==> src/rtl/dsg_defines.vh <==
// register map, field positions and reset values of the clock gating block
`ifndef DSG_DEFINES_VH
`define DSG_DEFINES_VH

// system control base address, byte offsets below are relative to it
`define DSG_BASE_ADDR 32'h400FE000
`define DSG_ADDR_W 12

// register byte offsets
`define DSG_OFF_RUN_CFG 12'h060
`define DSG_OFF_RUN_GATE 12'h100
`define DSG_OFF_SLEEP_GATE 12'h110
`define DSG_OFF_DEEP_GATE 12'h120
`define DSG_OFF_IRQ_STATUS 12'h130
`define DSG_OFF_IRQ_CLEAR 12'h134
`define DSG_OFF_IRQ_ENABLE 12'h138

// gating bit positions
`define DSG_BIT_CAN 24
`define DSG_BIT_PWM 20
`define DSG_BIT_ADC 16
`define DSG_BIT_KEEPER 6
`define DSG_BIT_WATCHDOG 3

// run clock configuration field
`define DSG_BIT_AUTO_GATE 0

// writable gating bits and reset values
`define DSG_GATE_MASK 32'h01110048
`define DSG_GATE_RESET 32'h00000040
`define DSG_RUN_CFG_RESET 32'h00000000
`define DSG_RUN_CFG_MASK 32'h00000001

// unit index inside the per-unit vectors
`define DSG_UNITS 5
`define DSG_U_WATCHDOG 0
`define DSG_U_KEEPER 1
`define DSG_U_ADC 2
`define DSG_U_PWM 3
`define DSG_U_CAN 4

// power states
`define DSG_MODE_RUN 2'h0
`define DSG_MODE_SLEEP 2'h1
`define DSG_MODE_DEEP 2'h2

`endif

==> src/rtl/dsg_gate_sel.v <==
// registered selection of the active gating set per unit
`timescale 1ns/1ns
`default_nettype none
`include "dsg_defines.vh"

module dsg_gate_sel #(
  parameter N = 5
) (
  // clock and reset
  input wire clk,
  input wire rst_n,
  // gating sets and state
  input wire [N-1:0] run_en,
  input wire [N-1:0] sleep_en,
  input wire [N-1:0] deep_en,
  input wire auto_gate,
  input wire [1:0] mode,
  // unit clock enables
  output reg [N-1:0] unit_en_q,
  output reg [1:0] mode_q
);

  reg [N-1:0] unit_en_d;

  always @*
  begin
    unit_en_d = run_en;
    if (auto_gate && mode == `DSG_MODE_DEEP)
      unit_en_d = deep_en;
    else if (auto_gate && mode == `DSG_MODE_SLEEP)
      unit_en_d = sleep_en;
  end

  // only flops change the enables, so a set switch cannot glitch a unit
  always @(posedge clk or negedge rst_n)
  begin
    if (!rst_n)
    begin
      unit_en_q <= {N{1'b0}};
      unit_en_q[`DSG_U_KEEPER] <= 1'b1;
      mode_q <= `DSG_MODE_RUN;
    end
    else
    begin
      unit_en_q <= unit_en_d;
      mode_q <= mode;
    end
  end

endmodule

`default_nettype wire

==> src/rtl/dsg_clock_gate_ctrl.v <==
// deep-sleep clock gating control with run and sleep sets and bus fault check
`timescale 1ns/1ns
`default_nettype none
`include "dsg_defines.vh"

module dsg_clock_gate_ctrl (
  // clock and reset
  input wire clk,
  input wire rst_n,
  // avalon-mm slave
  input wire [11:0] avs_address,
  input wire avs_read,
  input wire avs_write,
  input wire [31:0] avs_writedata,
  input wire [3:0] avs_byteenable,
  output reg [31:0] avs_readdata,
  output wire avs_waitrequest,
  // system power state
  input wire sys_sleep,
  input wire sys_deep_sleep,
  // unit clock enables, 0 watchdog 1 keeper 2 sampler 3 modulator 4 can
  output wire [4:0] unit_clk_en,
  // unit access check
  input wire [4:0] unit_access,
  output reg [4:0] unit_fault_q,
  output reg [4:0] unit_ok_q,
  // interrupt
  output wire irq
);

  // register file
  reg [31:0] run_gate_reg0_q;
  reg [31:0] sleep_gate_reg0_q;
  reg [31:0] deep_sleep_gate_reg0_q;
  reg [31:0] run_clock_config_q;
  reg [31:0] irq_status_q;
  reg [31:0] irq_enable_q;

  // bus side
  reg ack_q;
  reg [31:0] rd_d;
  reg [31:0] be_mask;
  wire req;
  wire wr_now;
  wire wr_cfg;
  wire wr_run;
  wire wr_sleep;
  wire wr_deep;
  wire wr_en;
  wire wr_clr;
  wire [31:0] wmerge_run;
  wire [31:0] wmerge_sleep;
  wire [31:0] wmerge_deep;
  wire [31:0] wmerge_en;

  // unit side
  reg [1:0] mode;
  reg [31:0] irq_status_d;
  wire auto_gate;
  wire [4:0] run_units;
  wire [4:0] sleep_units;
  wire [4:0] deep_units;
  wire [4:0] fault_units;
  wire [31:0] fault_bits;
  wire [31:0] clr_bits;
  wire [31:0] irq_pending;

  // register layout to unit vector
  function [4:0] to_units;
    input [31:0] r;
    begin
      to_units = 5'h00;
      to_units[`DSG_U_CAN] = r[`DSG_BIT_CAN];
      to_units[`DSG_U_PWM] = r[`DSG_BIT_PWM];
      to_units[`DSG_U_ADC] = r[`DSG_BIT_ADC];
      to_units[`DSG_U_KEEPER] = r[`DSG_BIT_KEEPER];
      to_units[`DSG_U_WATCHDOG] = r[`DSG_BIT_WATCHDOG];
    end
  endfunction

  // unit vector to register layout
  function [31:0] to_reg;
    input [4:0] u;
    begin
      to_reg = 32'h00000000;
      to_reg[`DSG_BIT_CAN] = u[`DSG_U_CAN];
      to_reg[`DSG_BIT_PWM] = u[`DSG_U_PWM];
      to_reg[`DSG_BIT_ADC] = u[`DSG_U_ADC];
      to_reg[`DSG_BIT_KEEPER] = u[`DSG_U_KEEPER];
      to_reg[`DSG_BIT_WATCHDOG] = u[`DSG_U_WATCHDOG];
    end
  endfunction

  // byte-enable merge of a write into a gating register
  function [31:0] merge;
    input [31:0] old;
    input [31:0] wd;
    input [31:0] bm;
    begin
      merge = ((old & ~bm) | (wd & bm)) & `DSG_GATE_MASK;
    end
  endfunction

  // offset match of the current request
  function hit;
    input [11:0] a;
    input [11:0] off;
    begin
      hit = (a == off);
    end
  endfunction

  // byte lanes to a bit mask
  function [31:0] lanes;
    input [3:0] be;
    begin
      lanes = {{8{be[3]}}, {8{be[2]}}, {8{be[1]}}, {8{be[0]}}};
    end
  endfunction

  // bits that a read may show per offset, the rest read zero
  function [31:0] rd_mask;
    input [11:0] a;
    begin
      case (a)
        `DSG_OFF_RUN_CFG: rd_mask = `DSG_RUN_CFG_MASK;
        `DSG_OFF_RUN_GATE: rd_mask = `DSG_GATE_MASK;
        `DSG_OFF_SLEEP_GATE: rd_mask = `DSG_GATE_MASK;
        `DSG_OFF_DEEP_GATE: rd_mask = `DSG_GATE_MASK;
        `DSG_OFF_IRQ_STATUS: rd_mask = `DSG_GATE_MASK;
        `DSG_OFF_IRQ_ENABLE: rd_mask = `DSG_GATE_MASK;
        default: rd_mask = 32'h00000000;
      endcase
    end
  endfunction

  // one wait state: answer at the second edge of a request
  assign req = avs_read | avs_write;
  assign avs_waitrequest = req & ~ack_q;
  assign wr_now = avs_write & ack_q;

  // per-register write strobes, taken at the answering edge
  assign wr_cfg = wr_now & hit(avs_address, `DSG_OFF_RUN_CFG);
  assign wr_run = wr_now & hit(avs_address, `DSG_OFF_RUN_GATE);
  assign wr_sleep = wr_now & hit(avs_address, `DSG_OFF_SLEEP_GATE);
  assign wr_deep = wr_now & hit(avs_address, `DSG_OFF_DEEP_GATE);
  assign wr_en = wr_now & hit(avs_address, `DSG_OFF_IRQ_ENABLE);
  assign wr_clr = wr_now & hit(avs_address, `DSG_OFF_IRQ_CLEAR);

  always @*
  begin
    be_mask = lanes(avs_byteenable);
  end

  assign wmerge_run = merge(run_gate_reg0_q, avs_writedata, be_mask);
  assign wmerge_sleep = merge(sleep_gate_reg0_q, avs_writedata, be_mask);
  assign wmerge_deep = merge(deep_sleep_gate_reg0_q, avs_writedata, be_mask);
  assign wmerge_en = merge(irq_enable_q, avs_writedata, be_mask);

  // read mux, unmapped offsets read zero
  always @*
  begin
    case (avs_address)
      `DSG_OFF_RUN_CFG: rd_d = run_clock_config_q;
      `DSG_OFF_RUN_GATE: rd_d = run_gate_reg0_q;
      `DSG_OFF_SLEEP_GATE: rd_d = sleep_gate_reg0_q;
      `DSG_OFF_DEEP_GATE: rd_d = deep_sleep_gate_reg0_q;
      `DSG_OFF_IRQ_STATUS: rd_d = irq_status_q;
      `DSG_OFF_IRQ_ENABLE: rd_d = irq_enable_q;
      default: rd_d = 32'h00000000;
    endcase
  end

  always @(posedge clk or negedge rst_n)
  begin
    if (!rst_n)
      ack_q <= 1'b0;
    else
      ack_q <= req & ~ack_q;
  end

  // read data loaded at the first edge of a read, while waitrequest is still high, stands until the next read
  always @(posedge clk or negedge rst_n)
  begin
    if (!rst_n)
      avs_readdata <= 32'h00000000;
    else if (avs_read && !ack_q)
      avs_readdata <= rd_d & rd_mask(avs_address);
  end

  // run clock configuration, only the auto gate bit is kept
  always @(posedge clk or negedge rst_n)
  begin
    if (!rst_n)
      run_clock_config_q <= `DSG_RUN_CFG_RESET;
    else if (wr_cfg && avs_byteenable[0])
      run_clock_config_q <= avs_writedata & `DSG_RUN_CFG_MASK;
  end

  // run-mode set
  always @(posedge clk or negedge rst_n)
  begin
    if (!rst_n)
      run_gate_reg0_q <= `DSG_GATE_RESET;
    else if (wr_run)
      run_gate_reg0_q <= wmerge_run;
  end

  // sleep-mode set
  always @(posedge clk or negedge rst_n)
  begin
    if (!rst_n)
      sleep_gate_reg0_q <= `DSG_GATE_RESET;
    else if (wr_sleep)
      sleep_gate_reg0_q <= wmerge_sleep;
  end

  // deep-sleep set
  always @(posedge clk or negedge rst_n)
  begin
    if (!rst_n)
      deep_sleep_gate_reg0_q <= `DSG_GATE_RESET;
    else if (wr_deep)
      deep_sleep_gate_reg0_q <= wmerge_deep;
  end

  // interrupt enables, same layout as the gating sets
  always @(posedge clk or negedge rst_n)
  begin
    if (!rst_n)
      irq_enable_q <= 32'h00000000;
    else if (wr_en)
      irq_enable_q <= wmerge_en;
  end

  assign auto_gate = run_clock_config_q[`DSG_BIT_AUTO_GATE];

  // power state code, deep sleep overrides sleep
  always @*
  begin
    if (sys_deep_sleep)
      mode = `DSG_MODE_DEEP;
    else if (sys_sleep)
      mode = `DSG_MODE_SLEEP;
    else
      mode = `DSG_MODE_RUN;
  end

  assign run_units = to_units(run_gate_reg0_q);
  assign sleep_units = to_units(sleep_gate_reg0_q);
  assign deep_units = to_units(deep_sleep_gate_reg0_q);

  dsg_gate_sel #(
    .N(`DSG_UNITS)
  ) u_sel (
    .clk(clk),
    .rst_n(rst_n),
    .run_en(run_units),
    .sleep_en(sleep_units),
    .deep_en(deep_units),
    .auto_gate(auto_gate),
    .mode(mode),
    .unit_en_q(unit_clk_en),
    .mode_q()
  );

  // access check: gated unit answers fault, else ok, one cycle later
  assign fault_units = unit_access & ~unit_clk_en;

  always @(posedge clk or negedge rst_n)
  begin
    if (!rst_n)
      unit_fault_q <= 5'h00;
    else
      unit_fault_q <= fault_units;
  end

  always @(posedge clk or negedge rst_n)
  begin
    if (!rst_n)
      unit_ok_q <= 5'h00;
    else
      unit_ok_q <= unit_access & unit_clk_en;
  end

  // sticky fault status, set wins over write-one clear
  assign fault_bits = to_reg(fault_units);
  assign clr_bits = wr_clr ? (avs_writedata & be_mask) : 32'h00000000;

  always @*
  begin
    irq_status_d = (irq_status_q & ~clr_bits) | fault_bits;
  end

  always @(posedge clk or negedge rst_n)
  begin
    if (!rst_n)
      irq_status_q <= 32'h00000000;
    else
      irq_status_q <= irq_status_d;
  end

  assign irq_pending = irq_status_q & irq_enable_q;
  assign irq = |irq_pending;

endmodule

`default_nettype wire

==> config.mk <==
export PLATFORM = sky130hd
export DESIGN_NAME = dsg_clock_gate_ctrl
export DESIGN_NICKNAME = d
export VERILOG_FILES = /design/src/rtl/dsg_gate_sel.v /design/src/rtl/dsg_clock_gate_ctrl.v
export VERILOG_INCLUDE_DIRS = /design/src /design/src/rtl
export SDC_FILE = /design/constraint.sdc
export NUM_CORES = 1
export LEC_CHECK = 0
export BUFFER_PORTS_ARGS = -buffer_cell sky130_fd_sc_hd__buf_2
export CAP_MARGIN = 10
export CORE_UTILIZATION = 40
export CTS_CLUSTER_SIZE = 25
export DETAILED_ROUTE_END_ITERATION = 10
export PLACE_DENSITY = 0.68
export RECOVER_POWER = 25
export SYNTH_ARGS = -nofsm -noshare
export SYNTH_HDL_FRONTEND = slang
export SYNTH_HIERARCHICAL = 1
export SYNTH_SLANG_ARGS = --single-unit
==> constraint.sdc <==
create_clock -name clk -period 2.7 [get_ports clk]
set_clock_uncertainty 0.1 [all_clocks]
set_input_delay 0.135 -clock clk [delete_from_list [all_inputs] [get_ports clk]]
set_output_delay 0.135 -clock clk [all_outputs]
set_load 0.03 [all_outputs]
==> flow_metrics.tcl, run 1 <==
set metrics [dict create \
    status "finished, final reports clean" \
    dpl.hpwl_um 4200 \
    overflow 0 \
    grt_pass1_wl_um 9200 \
    p_int_mw 1.03 \
    cts_buffers 5 \
    die_area_mm2 0.00691 \
    htreeDepth 2 \
    pwr-share-clk 0.312 \
    cp.arrival_ps 2070 \
    crit_type "input pin to flip-flop" \
    wl_per_cell_um 15.1 \
    groute.usage.overall 0.171 \
    switchingPower_mw 0.423 \
    power_density_mw_per_mm2 480 \
    critPathTopFamily "simple AND/OR/NAND/NOR gates" \
    leakage_nw 1.41 \
    die_h_um 83.1 \
    post_cts.repair.setup_buffers 0 \
    hp-class "input pin to flip-flop" \
    via_per_inst 5.19 \
    cp-start-kind "input pin" \
    syn_area_mm2 0.00263 \
    clkLatencyLatePin_ps 310 \
    drc 0 \
    max_freq_ghz 0.508 \
    placed_cell_area_mm2 0.00287 \
    avgSynthCellArea_um2 11.2 \
    antenna_found_initial 0 \
    grt_max_degree 34 \
    slowest_delay_ps 770 \
    drv_slew 0 \
    rows 29 \
    seqPwrFrac 0.525 \
    area_growth_pct 15.2 \
    max_cap_viol_count 0 \
    cp_max_fo 13 \
    finalCritPeriodShare 0.729 \
    relSlewSlack 0.410 \
    dr.first_iter.drc_count 94 \
    drt-pass1-iter-count 4 \
    post-route-cell-area_mm2 0.00303 \
    worstMarginPinSlew_ps 885 \
    num-nets-final 357 \
    drive_above_1_share 0.321 \
    path_buf_inv 1 \
    path_cells "buf_2 -> or4b_2 -> nor3_1 -> nand2b_1 -> mux2_2" \
    clkSinkCount 49 \
    synthCells 235 \
    swShare 0.291 \
    core-area_mm2 0.00635 \
    ir_worst_vdd_uv 204 \
    num_antenna_cells 0 \
    end_kind "flip-flop" \
    clockBufferDepth 2 \
    cts_tree "yes" \
    io_buffers 54 \
    place_congestion 0.836 \
    vias 1953 \
    final_antenna_net_count 0 \
    cts-root-buf "clkbuf_8" \
    period_minus_slack_ps 1970 \
    hold_violations 0 \
    initial_utilization 0.414 \
    first_global_vias 1834 \
    setup-tns-final_ps 0 \
    die_w_um 83.1 \
    ctsHoldBuffers 8 \
    routed_wirelength_um 5660 \
    path_clk_slew_ps 90 \
    setup_viol 0 \
    cpMaxStageDelayCell "or4b_2" \
    rsz0062_at_grt "no" \
    crit_required_ps 2800 \
    post_cts_resized 0 \
    share_comb_of_total_power 0.163 \
    yosys_warnings 6 \
    pin_count 108 \
]
-- area by class of cell --
class / count / area [µm²]
multi-input cells: 171 / 1220
flip-flops and latches: 49 / 1230
inverters: 6 / 22.5
fillers: 604 / 3320
clock buffers: 8 / 90.1
repair buffers: 65 / 365
well taps: 77 / 96.3
-- per-layer routing --
metal	routed length, µm	GRT usage	part of all wire
met1	2650	0.240	0.47
met4	92	0.0564	0.016
met3	237	0.0368	0.042
met5	0	0	0
met2	2680	0.265	0.47
-- power groups by stage --
stage,clock network (mW),logic [mW],registers [mW]
2_1_floorplan,0,0.145,0.812
3_3_place_gp,0,0.228,0.779
3_5_place_dp,0,0.231,0.778
4_1_cts,0.469,0.240,0.764
5_1_grt,0.498,0.257,0.766
6_report,0.454,0.238,0.763
-- worst paths after layout --
kind                                               from                          to  slack, ps  depth (start not counted)
max                                      avs_address[4]                   flip-flop        730                          5
min                                   avs_writedata[24]                   flip-flop          7                          2
max reg2reg                             ack_q$_DFF_PN0_   irq_status_q[3]$_DFF_PN0_       1050                          4
min reg2reg                u_sel/unit_en_q[3]$_DFF_PN0_   unit_fault_q[3]$_DFF_PN0_        360                          1
max in group asynchronous                         rst_n  asynchronous set/reset pin       1150                          3
min in group asynchronous                         rst_n   unit_fault_q[2]$_DFF_PN0_        370                          2
-- stage by stage --
step           hold slack [ps]  worst slack (ps)  std cells  total power [mW]  utilization
3_5_place_dp             -25.8               438        360              1.01        0.452
4_1_cts                   7.99               766        376              1.47        0.478
3_3_place_gp             -32.5               448        360              1.01        0.452
5_1_grt                   18.0               728        376              1.52        0.477
6_report                  7.33               732        376              1.45        0.477
2_1_floorplan             -261               731        260             0.957            -
-- cell usage in the layout, fill, tap and decap left out, types with 4 or more instances in the layout --
master         count
nor2_1            13
nor2b_1            7
a31oi_1            6
inv_1              6
conb_1            26
o32a_1             4
a21oi_1            5
nand2_1           16
mux2_1             9
o221a_2            4
a22oi_1            5
nand3_1            5
buf_2             48
mux2_2            13
dfrtp_1           45
and2_1             4
nand2b_1           8
o21ai_0            9
dlygate4sd3_1      8
clkbuf_1           8
clkbuf_8           6
Power figures use the tool's default switching activity.
==> run 2, diff against run 1 <==
--- a/config.mk
+++ b/config.mk
@@ -11,7 +11,7 @@
 export CORE_UTILIZATION = 40
 export CTS_CLUSTER_SIZE = 25
 export DETAILED_ROUTE_END_ITERATION = 10
-export PLACE_DENSITY = 0.68
+export PLACE_DENSITY = 0.71
 export RECOVER_POWER = 25
 export SYNTH_ARGS = -nofsm -noshare
 export SYNTH_HDL_FRONTEND = slang
==> constraint.sdc (replaced) <==
create_clock -name clk -period 1.6 [get_ports clk]
set_clock_uncertainty 0.1 [all_clocks]
set_input_delay 0.08 -clock clk [delete_from_list [all_inputs] [get_ports clk]]
set_output_delay 0.08 -clock clk [all_outputs]
set_load 0.03 [all_outputs]
==> run 2 against run 1 <==
- the flow now finishes with violations (setup timing)
- via count grew 6.7%
- global-route usage up 0.97 points
- design area up 12%
- flip-flop and latch count unchanged
- highest routed layer unchanged
==> flow_metrics.tcl, run 2 (synthesis results as in run 1) <==
set metrics [dict create \
    drt-pass1-iter-count 4 \
    grt_util_met2 0.307 \
    cp_max_fo 3 \
    fin_hold_ws_ps 7.86 \
    clkSinkCount 49 \
    total_power_mw 2.51 \
    hp-class "input pin to flip-flop" \
    wl_per_cell_um 14.4 \
    path_clk_slew_ps 90 \
    final_cell_mix "buf_2, dfrtp_1, buf_4" \
    grt_use_met3 0.0288 \
    hold_violations 0 \
    drc 0 \
    clockBufferDepth 2 \
    antenna_found_initial 0 \
    post-route-cell-area_mm2 0.00340 \
    placed_cell_area_mm2 0.00312 \
    crit_type "input pin to flip-flop" \
    crit_required_ps 1690 \
    pre_cts_ws_ps -421 \
    clkLatencyLatePin_ps 300 \
    place_congestion 0.824 \
    via_per_inst 5.04 \
    overflow 0 \
    htreeDepth 2 \
    core-area_mm2 0.00635 \
    num-nets-final 394 \
    end_kind "flip-flop" \
    rsz0062_at_grt "yes" \
    grt_pass1_wl_um 9720 \
    dpl.hpwl_um 4450 \
    io_buffers 54 \
    cts_tree "yes" \
    cp-start-kind "input pin" \
    period_minus_slack_ps 1650 \
    max_cap_viol_count 0 \
    setup_viol 8 \
    met1_usage 0.233 \
    routed_wirelength_um 5960 \
    worstMarginPinSlew_ps 919 \
    leakage_nw 1.61 \
    dr.first_iter.drc_count 117 \
    dp.cells 390 \
    area_growth_pct 29.1 \
    final_cells 413 \
    fin_util 0.535 \
    setup-tns-final_ps -216 \
    post_cts.repair.setup_buffers 0 \
    num_antenna_cells 0 \
    violations "setup timing" \
    max_freq_ghz 0.606 \
    vias 2083 \
    cp.arrival_ps 1740 \
    cts-root-buf "clkbuf_8" \
    rows 29 \
    fin_ws_ps -51.2 \
    drive_above_1_share 0.429 \
    busiest_layer "met2" \
    grt_max_degree 34 \
    pin_count 108 \
    initial_utilization 0.414 \
    final_common_cell "buf_2" \
    status "finished, violations left" \
    die_area_mm2 0.00691 \
    groute.usage.overall 0.181 \
    finalCritPeriodShare 1.03 \
    die_w_um 83.1 \
    power_density_mw_per_mm2 738 \
    relSlewSlack 0.387 \
    first_global_vias 1985 \
    final_antenna_net_count 0 \
    drv_slew 0 \
    cts_buffers 5 \
    ir_worst_vdd_uv 397 \
    die_h_um 83.1 \
]
==> run 2: cell types whose count changed in the layout (fill, tap and decap cells not counted), moves of 4 or more <==
| cell | before | now |
|---|---|---|
| buf_4 | 3 | 32 |
| clkbuf_1 | 8 | 2 |
| dlygate4sd3_1 | 8 | 15 |
| buf_2 | 48 | 52 |
| mux2_4 | 0 | 7 |
| mux2_1 | 9 | 2 |
==> run 2: power breakdown <==
group | switching, mW | internal [mW] | total, mW
Clock | 0.409 | 0.352 | 0.761
Sequential | 0.0177 | 1.27 | 1.29
Combinational | 0.295 | 0.166 | 0.461
==> run 2: worst paths after layout <==
kind / cells after the start / to / slack, ps / startpoint
max: 5 / flip-flop / -50 / avs_address[7]
max reg2reg: 3 / flip-flop / 30 / ack_q$_DFF_PN0_
min: 4 / irq_status_q[24]$_DFF_PN0_ / 8 / avs_byteenable[3]
max in group asynchronous: 3 / asynchronous set/reset pin / 220 / rst_n
min in group asynchronous: 2 / unit_fault_q[2]$_DFF_PN0_ / 320 / rst_n
min reg2reg: 1 / unit_fault_q[0]$_DFF_PN0_ / 360 / u_sel/unit_en_q[0]$_DFF_PN0_
==> run 2: repair_timing <==
item,4_1_cts,5_1_grt
endpoints found under the hold margin,80,0
pin swaps,2,1
endpoints found under the setup margin,8,19
hold buffers,15,0
gates cloned,0,0
gates resized for setup,5,5
==> run 2: per-layer routing <==
layer  share of wire  vias up
met5               0        -
met3           0.036       11
met1            0.44     1021
met2            0.50       57
li1                -      994
met4           0.019        0
==> run 2: layout make-up <==
class | instances | area (µm²)
timing repair buffer | 102 | 677
multi-input combinational | 171 | 1280
inverter | 6 | 22.5
clock buffer | 7 | 86.3
sequential | 49 | 1230
clock inverter | 1 | 7.51
fill | 595 | 2950
tap | 77 | 96.3
==> run 2: worst max-delay path: stages <==
cell and delay, ps:
buf_6 90, or4b_4 550, or3_4 440, nor4_4 220
mux2_4 340
==> run 3, diff against run 2 <==
--- a/config.mk
+++ b/config.mk
@@ -8,10 +8,10 @@
 export LEC_CHECK = 0
 export BUFFER_PORTS_ARGS = -buffer_cell sky130_fd_sc_hd__buf_2
 export CAP_MARGIN = 10
-export CORE_UTILIZATION = 40
+export CORE_UTILIZATION = 44
 export CTS_CLUSTER_SIZE = 25
 export DETAILED_ROUTE_END_ITERATION = 10
-export PLACE_DENSITY = 0.71
+export PLACE_DENSITY = 0.77
 export RECOVER_POWER = 25
 export SYNTH_ARGS = -nofsm -noshare
 export SYNTH_HDL_FRONTEND = slang
==> run 3 against run 2 <==
- the run still ends with setup timing left
- largest power group unchanged
- first-iteration DRC count grew 38%
- largest cell class unchanged
- clock power grew 24%
- fmax shrank 1.6%
- design area grew 2.1%
==> flow_metrics.tcl, run 3 (synthesis results as in run 1) <==
set metrics [dict create \
    final_cell_mix "buf_2, dfrtp_1, buf_4" \
    max_cap_viol_count 0 \
    final_common_cell "buf_2" \
    hold_violations 0 \
    seqPwrFrac 0.476 \
    slowest_delay_ps 620 \
    clockBufferDepth 2 \
    worst-r2r-cell-count 3 \
    num-nets-final 397 \
    max_freq_ghz 0.596 \
    rows 27 \
    initial_utilization 0.466 \
    antenna_found_initial 0 \
    groute.usage.overall 0.210 \
    wl_per_cell_um 14.9 \
    cp_max_fo 3 \
    cts_buffers 5 \
    crit_type "input pin to flip-flop" \
    num_antenna_cells 0 \
    clkLatencyLatePin_ps 310 \
    fin_ws_ps -77.7 \
    via_per_inst 5.16 \
    critPathLaunch "avs_address[9]" \
    path_cells "buf_6 -> or4b_4 -> or4_4 -> nor2_4 -> mux2_4" \
    crit_required_ps 1710 \
    fin_hold_ws_ps 19.4 \
    leakage_nw 1.65 \
    finalCritPeriodShare 1.05 \
    drc 0 \
    area_growth_pct 31.9 \
    relSlewSlack 0.550 \
    vias 2120 \
    period_minus_slack_ps 1680 \
    p_int_mw 1.95 \
    drive_above_1_share 0.440 \
    grt_max_degree 50 \
    drt-pass1-iter-count 5 \
    cp.arrival_ps 1780 \
    grt_pass1_wl_um 9980 \
    setup_viol 8 \
    pin_count 108 \
    power_density_mw_per_mm2 780 \
    clkSinkCount 49 \
    worstMarginPinSlew_ps 675 \
    die_w_um 79.3 \
    io_buffers 54 \
    cpMaxStageDelayCell "or4_4" \
    swShare 0.278 \
    htreeDepth 2 \
    drv_slew 0 \
    dr.first_iter.drc_count 161 \
    hp-class "input pin to flip-flop" \
    path_clk_slew_ps 100 \
    ir_worst_vdd_uv 388 \
    fin_util 0.615 \
    rrSetupSlack_ps 30 \
    switchingPower_mw 0.753 \
    place_congestion 0.834 \
    cts-root-buf "clkbuf_8" \
    dpl.hpwl_um 4290 \
    first_global_vias 2002 \
    core-area_mm2 0.00564 \
    share_comb_of_total_power 0.175 \
    cp-start-kind "input pin" \
    rsz0062_at_grt "yes" \
    cts_tree "yes" \
    pwr-share-clk 0.349 \
    end_kind "flip-flop" \
    setup-tns-final_ps -357 \
    die_area_mm2 0.00629 \
    status "finished, violations left" \
    violations "setup timing" \
    die_h_um 79.3 \
    routed_wirelength_um 6130 \
    final_antenna_net_count 0 \
    overflow 0 \
    rr_startpoint "ack_q$_DFF_PN0_" \
]
[run 3: worst min path at each step]
stage                            from                          to  slack [ps]  cells past startpoint
global route        avs_byteenable[3]  irq_status_q[24]$_DFF_PN0_          40                      4
detailed placement              rst_n      unit_ok_q[2]$_DFF_PN0_         -10                      2
CTS                 avs_byteenable[3]  irq_status_q[24]$_DFF_PN0_          20                      4
global placement                rst_n      unit_ok_q[2]$_DFF_PN0_         -20                      2
floorplan                       rst_n  asynchronous set/reset pin        -320                      0
finish              avs_byteenable[3]  irq_status_q[24]$_DFF_PN0_          20                      4
[run 3: cell type report]
cell class              instances  area [µm²]
inverters                       6        22.5
clock buffers                   6        82.6
repair buffers                105         712
clock inverters                 2        37.5
well taps                      72        90.1
fillers                       471        2170
flip-flops and latches         49        1230
multi-input cells             171        1290
[run 3: stage by stage]
step                total power, mW  cell area [µm²]  cells  setup slack [ps]
finish                         2.71             3470    411             -77.7
global route                   2.82             3470    411             -89.6
CTS                            2.73             3440    410             -84.0
detailed placement             1.75             3110    385              -423
global placement               1.74             3110    385              -393
floorplan                      1.62             2740    260              -284
[run 3: repair_timing]
item	4_1_cts	5_1_grt
pin swaps	2	3
resized for setup	9	9
setup endpoints to repair	12	19
setup buffers	1	1
hold endpoints to repair	84	0
hold buffers	16	0
[run 3: power groups by stage]
stage / logic, mW / registers (mW) / clock network (mW)
CTS: 0.475 / 1.29 / 0.963
global route: 0.515 / 1.29 / 1.01
detailed placement: 0.437 / 1.31 / 0
finish: 0.475 / 1.29 / 0.944
floorplan: 0.246 / 1.37 / 0
global placement: 0.429 / 1.31 / 0
[run 3: metal layers]
metal	part of all wire	up-vias	GRT usage
li1	-	1001	-
met1	0.45	1040	0.285
met2	0.49	69	0.332
met3	0.042	10	0.0414
met4	0.018	0	0.0782
met5	0	-	0
[run 3: critical path, delay by kind of cell]
| kind | cells | cell delay, ps |
|---|---|---|
| simple gates | 3 | 1310 |
| mux | 1 | 310 |
| buf+inv | 1 | 90 |
